<file path="config.mk">
export PLATFORM = sky130hd
export DESIGN_NAME = cct_timer
export DESIGN_NICKNAME = d
export VERILOG_FILES = /design/src/cct_pkg.sv /design/src/cct_timer.sv /design/src/cct_dead_time.sv
export SDC_FILE = /design/constraint.sdc
export NUM_CORES = 1
export LEC_CHECK = 0
export BUFFER_PORTS_ARGS = -buffer_cell sky130_fd_sc_hd__buf_2
export CORE_MARGIN = 2
export CORE_UTILIZATION = 51
export DETAILED_ROUTE_END_ITERATION = 10
export HOLD_SLACK_MARGIN = 0.12
export PLACE_DENSITY_LB_ADDON = 0.15
export RECOVER_POWER = 100
export SLEW_MARGIN = 20
export SYNTH_ARGS = -nofsm -noshare
export SYNTH_HDL_FRONTEND = slang
export SYNTH_SLANG_ARGS = --single-unit
</file>
<file path="constraint.sdc">
create_clock -name CLK -period 8.4 [get_ports CLK]
set_input_delay 0.84 -clock CLK [delete_from_list [all_inputs] [get_ports CLK]]
set_output_delay 0.84 -clock CLK [all_outputs]
set_load 0.02 [all_outputs]
</file>
<file path="src/cct_pkg.sv">
// cct_pkg: shared constants, types and channel configuration for the capture/compare/pwm timer
// assumes one clock domain; configuration arrives as plain ports (no software registers)
package cct_pkg;
	// channel modes
	typedef enum logic [1:0] {
		CCT_MODE_OFF = 2'h0,
		CCT_MODE_CAPTURE = 2'h1,
		CCT_MODE_COMPARE = 2'h3,
		CCT_MODE_PWM = 2'h2
	} cct_mode_e;
	// capture edge select
	typedef enum logic [1:0] {
		CCT_EDGE_RISE = 2'h0,
		CCT_EDGE_FALL = 2'h1,
		CCT_EDGE_BOTH = 2'h2,
		CCT_EDGE_NONE = 2'h3
	} cct_edge_e;
	// compare output action on match
	typedef enum logic [1:0] {
		CCT_ACT_NONE = 2'h0,
		CCT_ACT_TOGGLE = 2'h1,
		CCT_ACT_CLEAR = 2'h2,
		CCT_ACT_SET = 2'h3
	} cct_act_e;
	// counter tick source
	typedef enum logic [1:0] {
		CCT_SRC_PRESCALE = 2'h0,
		CCT_SRC_EXT_RISE = 2'h1,
		CCT_SRC_EXT_FALL = 2'h2,
		CCT_SRC_EXT_BOTH = 2'h3
	} cct_src_e;
	// per-channel configuration
	typedef struct packed {
		cct_mode_e mode;
		cct_edge_e edge_sel;
		cct_act_e act;
	} cct_chan_cfg_s;
	localparam int CCT_NORMAL_WIDTH = 16;
	localparam int CCT_WIDE_WIDTH = 32;
	localparam int CCT_MAX_CHANNELS = 4;
	localparam int CCT_PRESC_WIDTH = 10;
	localparam int CCT_DEAD_WIDTH = 8;
	localparam int CCT_SYNC_STAGES = 2;
	localparam logic [1:0] CCT_RESET_MODE = 2'h0;
endpackage : cct_pkg

</file>
<file path="src/cct_timer.sv">
// cct_timer: capture/compare/pwm timer with up to four channels and event outputs
// assumes channel pins and external count input are asynchronous; config ports static-ish
//
// Notes on behaviour
// - normal variant uses a sixteen-bit counter with up to four channels.
// - wide variant behaves the same with a thirty-two-bit counter.
// - each channel runs in capture, compare or pwm mode, chosen independently.
// - capture copies the counter into the channel buffer on the chosen edge.
// - compare drives the channel output from the counter versus threshold match.
// - pwm output shape follows successive compare values written by software.
// - dead-time insertion exists only on the first instance of each variant.
// - counter may count external events; trigger pulses go to event routing.
`timescale 1ns/1ps
`default_nettype none
module cct_timer #(
	parameter int WIDTH = cct_pkg::CCT_NORMAL_WIDTH,
	parameter int CHANNELS = cct_pkg::CCT_MAX_CHANNELS,
	parameter bit FIRST_INSTANCE = 1'b1
) (
	// clock and reset
	input wire logic CLK,
	input wire logic RST,
	// counter control
	input wire logic RUN,
	input wire cct_pkg::cct_src_e SOURCE,
	input wire logic [cct_pkg::CCT_PRESC_WIDTH-1:0] PRESCALE,
	input wire logic [WIDTH-1:0] TOP,
	input wire logic EXT_COUNT,
	// channel configuration
	input wire cct_pkg::cct_chan_cfg_s [CHANNELS-1:0] CHAN_CFG,
	input wire logic [CHANNELS-1:0][WIDTH-1:0] COMPARE_VALUE,
	input wire logic [CHANNELS-1:0] COMPARE_WRITE,
	// dead time
	input wire logic DEAD_ENABLE,
	input wire logic [cct_pkg::CCT_DEAD_WIDTH-1:0] DEAD_CYCLES,
	// channel pins
	input wire logic [CHANNELS-1:0] CHAN_IN,
	output logic [CHANNELS-1:0] CHAN_OUT,
	output logic [CHANNELS-1:0] CHAN_OUT_N,
	output logic [CHANNELS-1:0] CHAN_OE,
	// capture buffers and status
	output logic [CHANNELS-1:0][WIDTH-1:0] CAPTURE_VALUE,
	output logic [WIDTH-1:0] COUNT,
	output logic WRAP_FLAG,
	output logic [CHANNELS-1:0] MATCH_FLAG,
	input wire logic WRAP_CLEAR,
	input wire logic [CHANNELS-1:0] MATCH_CLEAR,
	// event routing network triggers
	output logic EVT_WRAP,
	output logic [CHANNELS-1:0] EVT_CHAN
);
	// elaboration checks on the parameters
	if (WIDTH != cct_pkg::CCT_NORMAL_WIDTH && WIDTH != cct_pkg::CCT_WIDE_WIDTH) begin : g_bad_width
		$error("WIDTH must be the normal or wide counter width");
	end
	if (CHANNELS < 1 || CHANNELS > cct_pkg::CCT_MAX_CHANNELS) begin : g_bad_channels
		$error("CHANNELS out of range");
	end

	function automatic logic edge_hit(input cct_pkg::cct_edge_e sel, input logic now,
			input logic prev);
		logic rise;
		logic fall;
		rise = now & ~prev;
		fall = ~now & prev;
		case (sel)
			cct_pkg::CCT_EDGE_RISE: edge_hit = rise;
			cct_pkg::CCT_EDGE_FALL: edge_hit = fall;
			cct_pkg::CCT_EDGE_BOTH: edge_hit = rise | fall;
			default: edge_hit = 1'b0;
		endcase
	endfunction : edge_hit

	// synchronisers for pins
	logic [CHANNELS-1:0] in_meta, in_sync, in_prev;
	logic ext_meta, ext_sync, ext_prev;
	logic [cct_pkg::CCT_PRESC_WIDTH-1:0] presc;
	logic [CHANNELS-1:0][WIDTH-1:0] compare_active;
	logic [CHANNELS-1:0][WIDTH-1:0] compare_buffer;
	logic [CHANNELS-1:0] buffer_valid;
	logic [CHANNELS-1:0] level;

	// tick selection: prescaler or external events
	wire presc_tick = presc == PRESCALE;
	wire ext_rise = ext_sync & ~ext_prev;
	wire ext_fall = ~ext_sync & ext_prev;
	wire ext_tick = (SOURCE == cct_pkg::CCT_SRC_EXT_RISE) ? ext_rise :
		(SOURCE == cct_pkg::CCT_SRC_EXT_FALL) ? ext_fall : (ext_rise | ext_fall);
	wire tick = RUN & ((SOURCE == cct_pkg::CCT_SRC_PRESCALE) ? presc_tick : ext_tick);
	wire at_top = COUNT == TOP;
	wire wrap = tick & at_top;
	wire [WIDTH-1:0] next_count = wrap ? '0 : COUNT + 1'b1;

	// per-channel decode
	logic [CHANNELS-1:0] cap_hit, cmp_hit, is_cap, is_cmp, is_pwm;
	always_comb begin
		for (int i = 0; i < CHANNELS; i++) begin
			is_cap[i] = CHAN_CFG[i].mode == cct_pkg::CCT_MODE_CAPTURE;
			is_cmp[i] = CHAN_CFG[i].mode == cct_pkg::CCT_MODE_COMPARE;
			is_pwm[i] = CHAN_CFG[i].mode == cct_pkg::CCT_MODE_PWM;
			cap_hit[i] = is_cap[i] & edge_hit(CHAN_CFG[i].edge_sel, in_sync[i], in_prev[i]);
			cmp_hit[i] = (is_cmp[i] | is_pwm[i]) & tick & (COUNT == compare_active[i]);
		end
	end

	always_ff @(posedge CLK or posedge RST) begin
		if (RST) begin
			in_meta <= '0;
			in_sync <= '0;
			in_prev <= '0;
			ext_meta <= 1'b0;
			ext_sync <= 1'b0;
			ext_prev <= 1'b0;
		end else begin
			in_meta <= CHAN_IN;
			in_sync <= in_meta;
			in_prev <= in_sync;
			ext_meta <= EXT_COUNT;
			ext_sync <= ext_meta;
			ext_prev <= ext_sync;
		end
	end

	always_ff @(posedge CLK or posedge RST) begin
		if (RST) begin
			presc <= '0;
			COUNT <= '0;
			WRAP_FLAG <= 1'b0;
			EVT_WRAP <= 1'b0;
		end else begin
			presc <= (presc_tick | ~RUN) ? '0 : presc + 1'b1;
			if (tick)
				COUNT <= next_count;
			// set wins over clear
			WRAP_FLAG <= wrap | (WRAP_FLAG & ~WRAP_CLEAR);
			EVT_WRAP <= wrap;
		end
	end

	// channel state
	always_ff @(posedge CLK or posedge RST) begin
		if (RST) begin
			CAPTURE_VALUE <= '0;
			MATCH_FLAG <= '0;
			EVT_CHAN <= '0;
			compare_active <= '0;
			compare_buffer <= '0;
			buffer_valid <= '0;
			level <= '0;
			CHAN_OE <= '0;
		end else begin
			for (int i = 0; i < CHANNELS; i++) begin
				if (cap_hit[i])
					CAPTURE_VALUE[i] <= COUNT;
				MATCH_FLAG[i] <= cap_hit[i] | cmp_hit[i] | (MATCH_FLAG[i] & ~MATCH_CLEAR[i]);
				EVT_CHAN[i] <= cap_hit[i] | cmp_hit[i];
				CHAN_OE[i] <= is_cmp[i] | is_pwm[i];
				// pwm loads buffered compare at wrap so each period uses one value
				if (COMPARE_WRITE[i]) begin
					compare_buffer[i] <= COMPARE_VALUE[i];
					buffer_valid[i] <= 1'b1;
				end else if (wrap & buffer_valid[i] & is_pwm[i]) begin
					buffer_valid[i] <= 1'b0;
				end
				if (is_pwm[i]) begin
					if (wrap & buffer_valid[i])
						compare_active[i] <= compare_buffer[i];
				end else if (COMPARE_WRITE[i]) begin
					compare_active[i] <= COMPARE_VALUE[i];
				end
				if (is_pwm[i]) begin
					if (wrap)
						level[i] <= 1'b1;
					else if (cmp_hit[i])
						level[i] <= 1'b0;
				end else if (is_cmp[i] & cmp_hit[i]) begin
					case (CHAN_CFG[i].act)
						cct_pkg::CCT_ACT_TOGGLE: level[i] <= ~level[i];
						cct_pkg::CCT_ACT_CLEAR: level[i] <= 1'b0;
						cct_pkg::CCT_ACT_SET: level[i] <= 1'b1;
						default: level[i] <= level[i];
					endcase
				end else if (~is_cmp[i]) begin
					level[i] <= 1'b0;
				end
			end
		end
	end

	// output stage, dead time only on the first instance
	for (genvar g = 0; g < CHANNELS; g++) begin : g_out
		if (FIRST_INSTANCE) begin : g_dead
			cct_dead_time #(
				.DW(cct_pkg::CCT_DEAD_WIDTH)
			) u_dead (
				.clk(CLK),
				.rst(RST),
				.enable(DEAD_ENABLE & is_pwm[g]),
				.dead_cycles(DEAD_CYCLES),
				.level(level[g]),
				.out_high(CHAN_OUT[g]),
				.out_low(CHAN_OUT_N[g])
			);
		end else begin : g_plain
			always_ff @(posedge CLK or posedge RST) begin
				if (RST) begin
					CHAN_OUT[g] <= 1'b0;
					CHAN_OUT_N[g] <= 1'b0;
				end else begin
					CHAN_OUT[g] <= level[g];
					CHAN_OUT_N[g] <= ~level[g];
				end
			end
		end
	end
endmodule : cct_timer
`default_nettype wire

</file>
<file path="src/cct_dead_time.sv">
// cct_dead_time: splits one modulated level into a complementary pair with dead time
// assumes the level input is registered in the same clock domain
`timescale 1ns/1ps
`default_nettype none
module cct_dead_time #(
	parameter int DW = cct_pkg::CCT_DEAD_WIDTH
) (
	// clock and reset
	input wire logic clk,
	input wire logic rst,
	// control
	input wire logic enable,
	input wire logic [DW-1:0] dead_cycles,
	input wire logic level,
	// pair
	output logic out_high,
	output logic out_low
);
	logic last;
	logic [DW-1:0] hold;
	wire changed = level != last;
	wire idle = hold == '0;
	wire next_high = enable ? (level & idle & ~changed) : level;
	wire next_low = enable ? (~level & idle & ~changed) : ~level;
	always_ff @(posedge clk or posedge rst) begin
		if (rst) begin
			last <= 1'b0;
			hold <= '0;
			out_high <= 1'b0;
			out_low <= 1'b0;
		end else begin
			last <= level;
			// both sides held low for dead_cycles+1 cycles after each change
			hold <= changed ? dead_cycles : (idle ? hold : hold - 1'b1);
			out_high <= next_high;
			out_low <= next_low;
		end
	end
endmodule : cct_dead_time
`default_nettype wire

</file>
Word-level counts from Yosys, hierarchy flattened
Index checks and enable logic that the tools add are counted. Widths: inputs -> output; s select.

Add/subtract/negate cells: 6. Eq/ne operators: 64. Multiplexer cells: 69. Bitwise gates (word level): 104. Reductions and logical operators: 25.

Operators with widths (number): $mux 16 (13); $eq 16x16->1 (5); $mux 8 (8); $and 1x1->1 (61); $eq 2x2->1 const B (21); $mux 1 (39); $logic_not 8->1 (4); $sub 8x1->8 const B (4); $eq 2x1->1 const B (13); $not 1->1 (24); $pmux 1 s3 (8); $ne 5x2->1 const B (4); $or 1x1->1 (19); $add 16x1->16 const B (1); $ne 2x1->1 const B (8); $reduce_bool 2->1 (8); $ne 3x1->1 const B (4); $ne 3x3->1 const B (4); $reduce_and 3->1 (4); $add 10x1->10 const B (1); $eq 10x10->1 (1); $logic_not 2->1 (5); $mux 10 (1); $reduce_and 2->1 (4); $ne 1x1->1 (4).

Register bits: 299. Bits of input ports: 142. Output and inout bits: 102.

Logic depth before layout (Yosys ltp)
Word-level depth: 12. Depth in mapped cells: 10. Gate-level depth less buffers: 8.

Modules after synthesis
A second synthesis with hierarchy kept.

Cells, all modules: 1196. Area, all modules: 13992.2 um^2.

Modules (own cells, without submodules): cct_timer (instances 1, cells each 932, area each 11559.8 um^2); cct_dead_time (instances 4, cells each 66, area each 608.1 um^2).

Least setup slack after synthesis
OpenSTA, ideal clock, no wires.

Path type: input-to-reg. Start: in PRESCALE[3] (netlist name). End: reg compare_active[32] (netlist name). Library setup time: 119 ps. Data arrival time: 2327 ps. Data required time: 8281 ps. Path slack: 5955 ps. Stages: 8. Path buffers: 2. Path through: xnor2_1 -> nand4_1 -> o31ai_4 -> buf_4 -> nand4_2 -> clkbuf_1 -> o22a_1 -> o21a_1.

Word-level cells in the longest chain between the ends: 7.

RTL lines: start: declaration (line cct_timer.sv:26) `input wire logic [cct_pkg::CCT_PRESC_WIDTH-1:0] PRESCALE,`; $eq 10x10->1 (line cct_timer.sv:84) `wire presc_tick = presc == PRESCALE;`; $mux 1 (line cct_timer.sv:89) `wire tick = RUN & ((SOURCE == cct_pkg::CCT_SRC_PRESCALE) ? presc_tick : ext_tick);`; $and 1x1->1 (line cct_timer.sv:89); $and 1x1->1 (line cct_timer.sv:91) `wire wrap = tick & at_top;`; $and 1x1->1 (line cct_timer.sv:166) `if (wrap & buffer_valid[i])`; $ne 2x1->1 (no source line); $reduce_and 2->1 (no source line); end signal: indexed assignment (line cct_timer.sv:167) `compare_active[i] <= compare_buffer[i];`; end signal: indexed assignment (line cct_timer.sv:169) `compare_active[i] <= COMPARE_VALUE[i];`; end: declaration (line cct_timer.sv:78) `logic [CHANNELS-1:0][WIDTH-1:0] compare_active;`.

No other way between the ends. A chain may end at the register's enable or synchronous reset.

Worst setup path after layout
Start: reg COUNT[4]. End: reg compare_active[62] (netlist name).

Word-level cells in the longest chain between the ends: 5.

RTL lines: start: declaration (line cct_timer.sv:43) `output logic [WIDTH-1:0] COUNT,`; start signal: assignment (line cct_timer.sv:133) `COUNT <= next_count;`; $eq 16x16->1 (line cct_timer.sv:90) `wire at_top = COUNT == TOP;`; $and 1x1->1 (line cct_timer.sv:91); $and 1x1->1 (line cct_timer.sv:166); $ne 2x1->1 (no source line); $reduce_and 2->1 (no source line).

No other way between the ends.

==> summary.md <==
| Metric | Value |
|---|---|
| Status | `finished with violations` |
| Post-CTS resize count | `0` |
| FF-to-FF setup slack | `3.82 ns` |
| # IOs | `244` |
| Share of layout cells above drive strength 1 | `0.2251` |
| Synth warn | `0` |
| Clk buf depth | `3` |
| H-tree levels | `1` |
| Number of global-route vias before repair | `~10k` |
| RSZ-0062 raised after global routing | `no` |
| Post-synth top area share | `0.5432` |
| CP top delay family | `simple AND/OR/NAND/NOR gates` |
| Largest net degree at the start of global routing | `84` |
| Clock latency on the worst-skew pair | `0.55 ns` |
| Skew final | `0.01262 ns` |
| Worst R2R Path Depth | `7` |
| CP Buf/Inv Count | `1` |
| Clock power share | `0.325` |
| Post-synth EDFFs | `0` |
| Tcrit/Tclk final | `0.5458` |
| Worst path required time | `around 8.9 ns` |
| Tot Pwr | `0.003935 W` |
| Hold_buf cts | `0` |
| WHS Endpoint | `in_sync[1]$_DFF_PP0_` |
| Hpwl dp | `around 24000 µm` |
| Area of the mapped netlist | `0.01377 mm²` |
| Violated checks | `max-capacitance violations, max-slew violations` |
| Residual overflow from global routing | `0` |
| Critical Path Fanout Max | `23` |
| Final WL | `34950 µm` |
| Core ar. | `approximately 0.027 mm²` |
| Die Span Y | `168.3 µm` |
| Worst hold path startpoint | `in_meta[1]$_DFF_PP0_` |
| Worst hold slack | `0.3460 ns` |
| Post-Syn Area per Cell | `11.78 µm²` |
| Final worst slack | `3.815 ns` |
| Global-route wire length before repair | `between 50000 and 60000 µm` |
| Final ANT Viol Nets | `0` |
| Post-synthesis cell count | `1169` |
| Peak Freq | `218.1 MHz` |
| Slowest cell delay on critical path | `0.96 ns` |
| Final Hold Fails | `0` |
| # clock sinks | `299` |
| Cell Chain, Critical Path | `xnor2_1, nand4_1, nor4_4, clkbuf_1, nand4_1, nand2_1, o21a_1` |
| Die ar. | `roughly 0.028 mm²` |
| Port bufs | `between 200 and 250` |
| Pint | `0.002739 W` |
| Worst vdd ir | `0.0001701 V` |
| DRT Pass-1 Iters | `5` |
| Die width | `168.3 µm` |
| Net switching power | `0.001196 W` |
| GP Congestion | `0.8239` |
| Clock transition at path regs | `0.06 ns` |
| Slowest CP cell | `dfrtp_1` |
| Crit path capture type | `register` |
| Post-synthesis net count | `1328` |
| Worst slew margin | `-1.747` |
| Hold Path Depth | `0` |
| Worst-margin pin slew | `between 4 and 5 ns` |
| Post-synth top area cell | `dfrtp_1` |
| Synth unique cells | `49` |
| Reg2reg end | `compare_active[62]$_DFFE_PP0P_` |
| Vias per inst | `between 5 and 6` |
| TNS Setup | `0 ns` |
| Sequential-to-total area share from yosys stat | `0.5432` |
| CTS tree | `yes` |
| Net Sw Frac | `0.3040` |
| Starting Density | `0.5154` |
| Crit path kind | `reg -> reg` |
| Max-slew violation count | `78` |
| R2r startpoint | `COUNT[4]$_DFFE_PP0P_` |
| Vias | `9722` |
| Routed len/inst | `about 20 µm` |
| Most used cell, CP | `nand4_1` |
| Final core occ | `0.5962` |
| Place WS | `4.978 ns` |
| Cts bufs inserted | `31` |
| Main synth FF type | `dfrtp_1` |
| Logic gate share of total power | `0.202` |
| Final net count | `~1.5k` |
| Final min period | `roughly 4.6 ns` |
| Area Overhead vs Synth | `15.68%` |
| Pwr dens | `247.0 mW/mm²` |
| Crit path DAT | `approximately 5.1 ns` |
| Clk Tree Root Cell | `clkbuf_16` |
| Row count | `60` |
| Fill count | `2304` |
| DRC viols | `0` |
| Initial antenna violation count | `6` |
| Reg power frac | `0.473` |
| Max-cap violations | `1` |
| Final setup vio count | `0` |
| CP Launch Type | `register` |
| Lkg Pwr | `6.706 nW` |
| Largest cells by area after synthesis | `dfrtp_1 (54%), mux2_2 (9.8%), xnor2_1 (6.2%)` |
| Asr flop ratio synth | `1.000` |
| Yosys reg bits | `299` |
| HP Class | `reg -> reg` |
| Overall global routing resource usage | `0.2511` |
| Total setup buffers inserted after CTS | `0` |
| Initial DRC count | `713` |
## power by group through the flow
stage	Combinational, W	Clock [W]	Sequential (W)
floorplan	0.000464	0	0.00193
global placement	0.000820	0	0.00188
detailed placement	0.000834	0	0.00188
CTS	0.000837	0.00130	0.00186
global route	0.000870	0.00137	0.00189
finish	0.000793	0.00128	0.00186
## cells in the final DEF, fill, tap and decap left out, types with 2 or more instances in the layout
master / count
diode_2: 4
nor2b_1: 16
o21ai_0: 51
or3_1: 3
nor2_1: 37
a31oi_1: 9
mux2i_1: 7
and2_1: 5
and3_1: 13
and4_1: 3
nand3b_1: 11
nand4_1: 23
nand3_1: 19
nand2b_1: 16
mux2_2: 119
o31ai_1: 25
nor4_1: 4
o22a_1: 66
o21a_1: 65
xor2_1: 23
nor3_1: 16
clkbuf_8: 8
buf_2: 143
a21o_1: 6
ha_1: 17
dfrtp_1: 299
xnor2_1: 97
clkinv_2: 4
inv_1: 33
clkbuf_1: 121
nor3b_1: 6
nand2_1: 72
buf_4: 4
o41ai_1: 2
o211ai_1: 2
a21boi_0: 3
clkbuf_16: 31
o22ai_1: 2
a21oi_1: 9
## registers in the layout (all words and copies together), names as in the netlist, 4 cells and up
signal and count:
in_meta 4, in_prev 4, buffer_valid 4, g_out.g_dead.u_dead.out_high 4, MATCH_FLAG 4, COUNT 16, compare_buffer 64, EVT_CHAN 4
presc 10, in_sync 4, CAPTURE_VALUE 64, g_out.g_dead.u_dead.out_low 4, CHAN_OE 4, level 4, compare_active 64, g_out.g_dead.u_dead.hold 32
g_out.g_dead.u_dead.last 4
## worst max path at each step
stage	cells after the start	to	from	slack [ns]
global placement	7	compare_active[31]$_DFFE_PP0P_	COUNT[4]$_DFFE_PP0P_	5.07
global route	4	in_meta[3]$_DFF_PP0_	RST	2.95
detailed placement	7	compare_active[18]$_DFFE_PP0P_	COUNT[4]$_DFFE_PP0P_	4.98
finish	7	compare_active[62]$_DFFE_PP0P_	COUNT[4]$_DFFE_PP0P_	3.82
CTS	7	compare_active[18]$_DFFE_PP0P_	COUNT[4]$_DFFE_PP0P_	4.96
floorplan	1	CAPTURE_VALUE[0]$_DFFE_PP0P_	RST	3.59
## metrics by stage
stage               instances  instance area [µm²]
finish                   1749                15930
detailed placement       1693                15200
global placement         1693                15200
floorplan                1169                13780
global route             1746                15930
CTS                      1745                16140
## area by class of cell
| type | instances | area (µm²) | share of cell area |
|---|---|---|---|
| multi-input cells | 759 | 5769 | 0.3621 |
| flip-flops and latches | 299 | 7482 | 0.4696 |
| inverters | 34 | 128.9 | 0.008088 |
| well taps | 341 | 426.7 | 0.02678 |
| repair buffers | 260 | 1177 | 0.07389 |
| clock buffers | 48 | 919.6 | 0.05772 |
| diodes | 4 | 10.01 | 0.0006282 |
| clock inverters | 4 | 20.02 | 0.001256 |
## routing by layer
metal / part of all wire / track usage / vias to the layer above / wire length [µm]
li1: - / - / 4547 / -
met1: 0.45 / 0.3506 / 4858 / 15770
met2: 0.47 / 0.4078 / 258 / 16300
met3: 0.060 / 0.04890 / 55 / 2112
met4: 0.021 / 0.06184 / 4 / 742
met5: 0.00072 / 0 / - / 25
## kinds of logic after synthesis
group           after synthesis  synth area share
buf+inv                     111           0.03506
fa+ha+maj                    17           0.01544
flops                       299            0.5432
simple gates                247           0.09610
compound gates              247            0.1301
xor+xnor                    121           0.07694
mux                         127            0.1032
## cell usage after synthesis, types with 2 or more instances
library cell and instances:
nor2_1 37, a21boi_0 3, clkbuf_1 49, nor3_2 3, nand4_1 19, a31oi_1 9, o21ai_0 51, mux2_2 120
xnor2_1 97, xor2_1 24, o41ai_1 2, and4_1 3, nand2b_1 16, ha_1 17, or3_1 3, nand3b_1 11
buf_2 8, nor3b_1 6, inv_1 34, and3_1 13, nor3_1 13, and2_1 5, o22a_1 66, buf_1 6
nand3_1 19, a21oi_1 10, buf_4 13, dfrtp_1 299, nor4_1 4, nand2_1 71, mux2i_1 7, a21o_1 6
o22ai_1 2, nand4_2 3, o211ai_1 2, o31ai_1 25, nand2_2 2, nor2b_1 16, o21a_1 65
No activity file was read; power rests on OpenSTA's default activity.
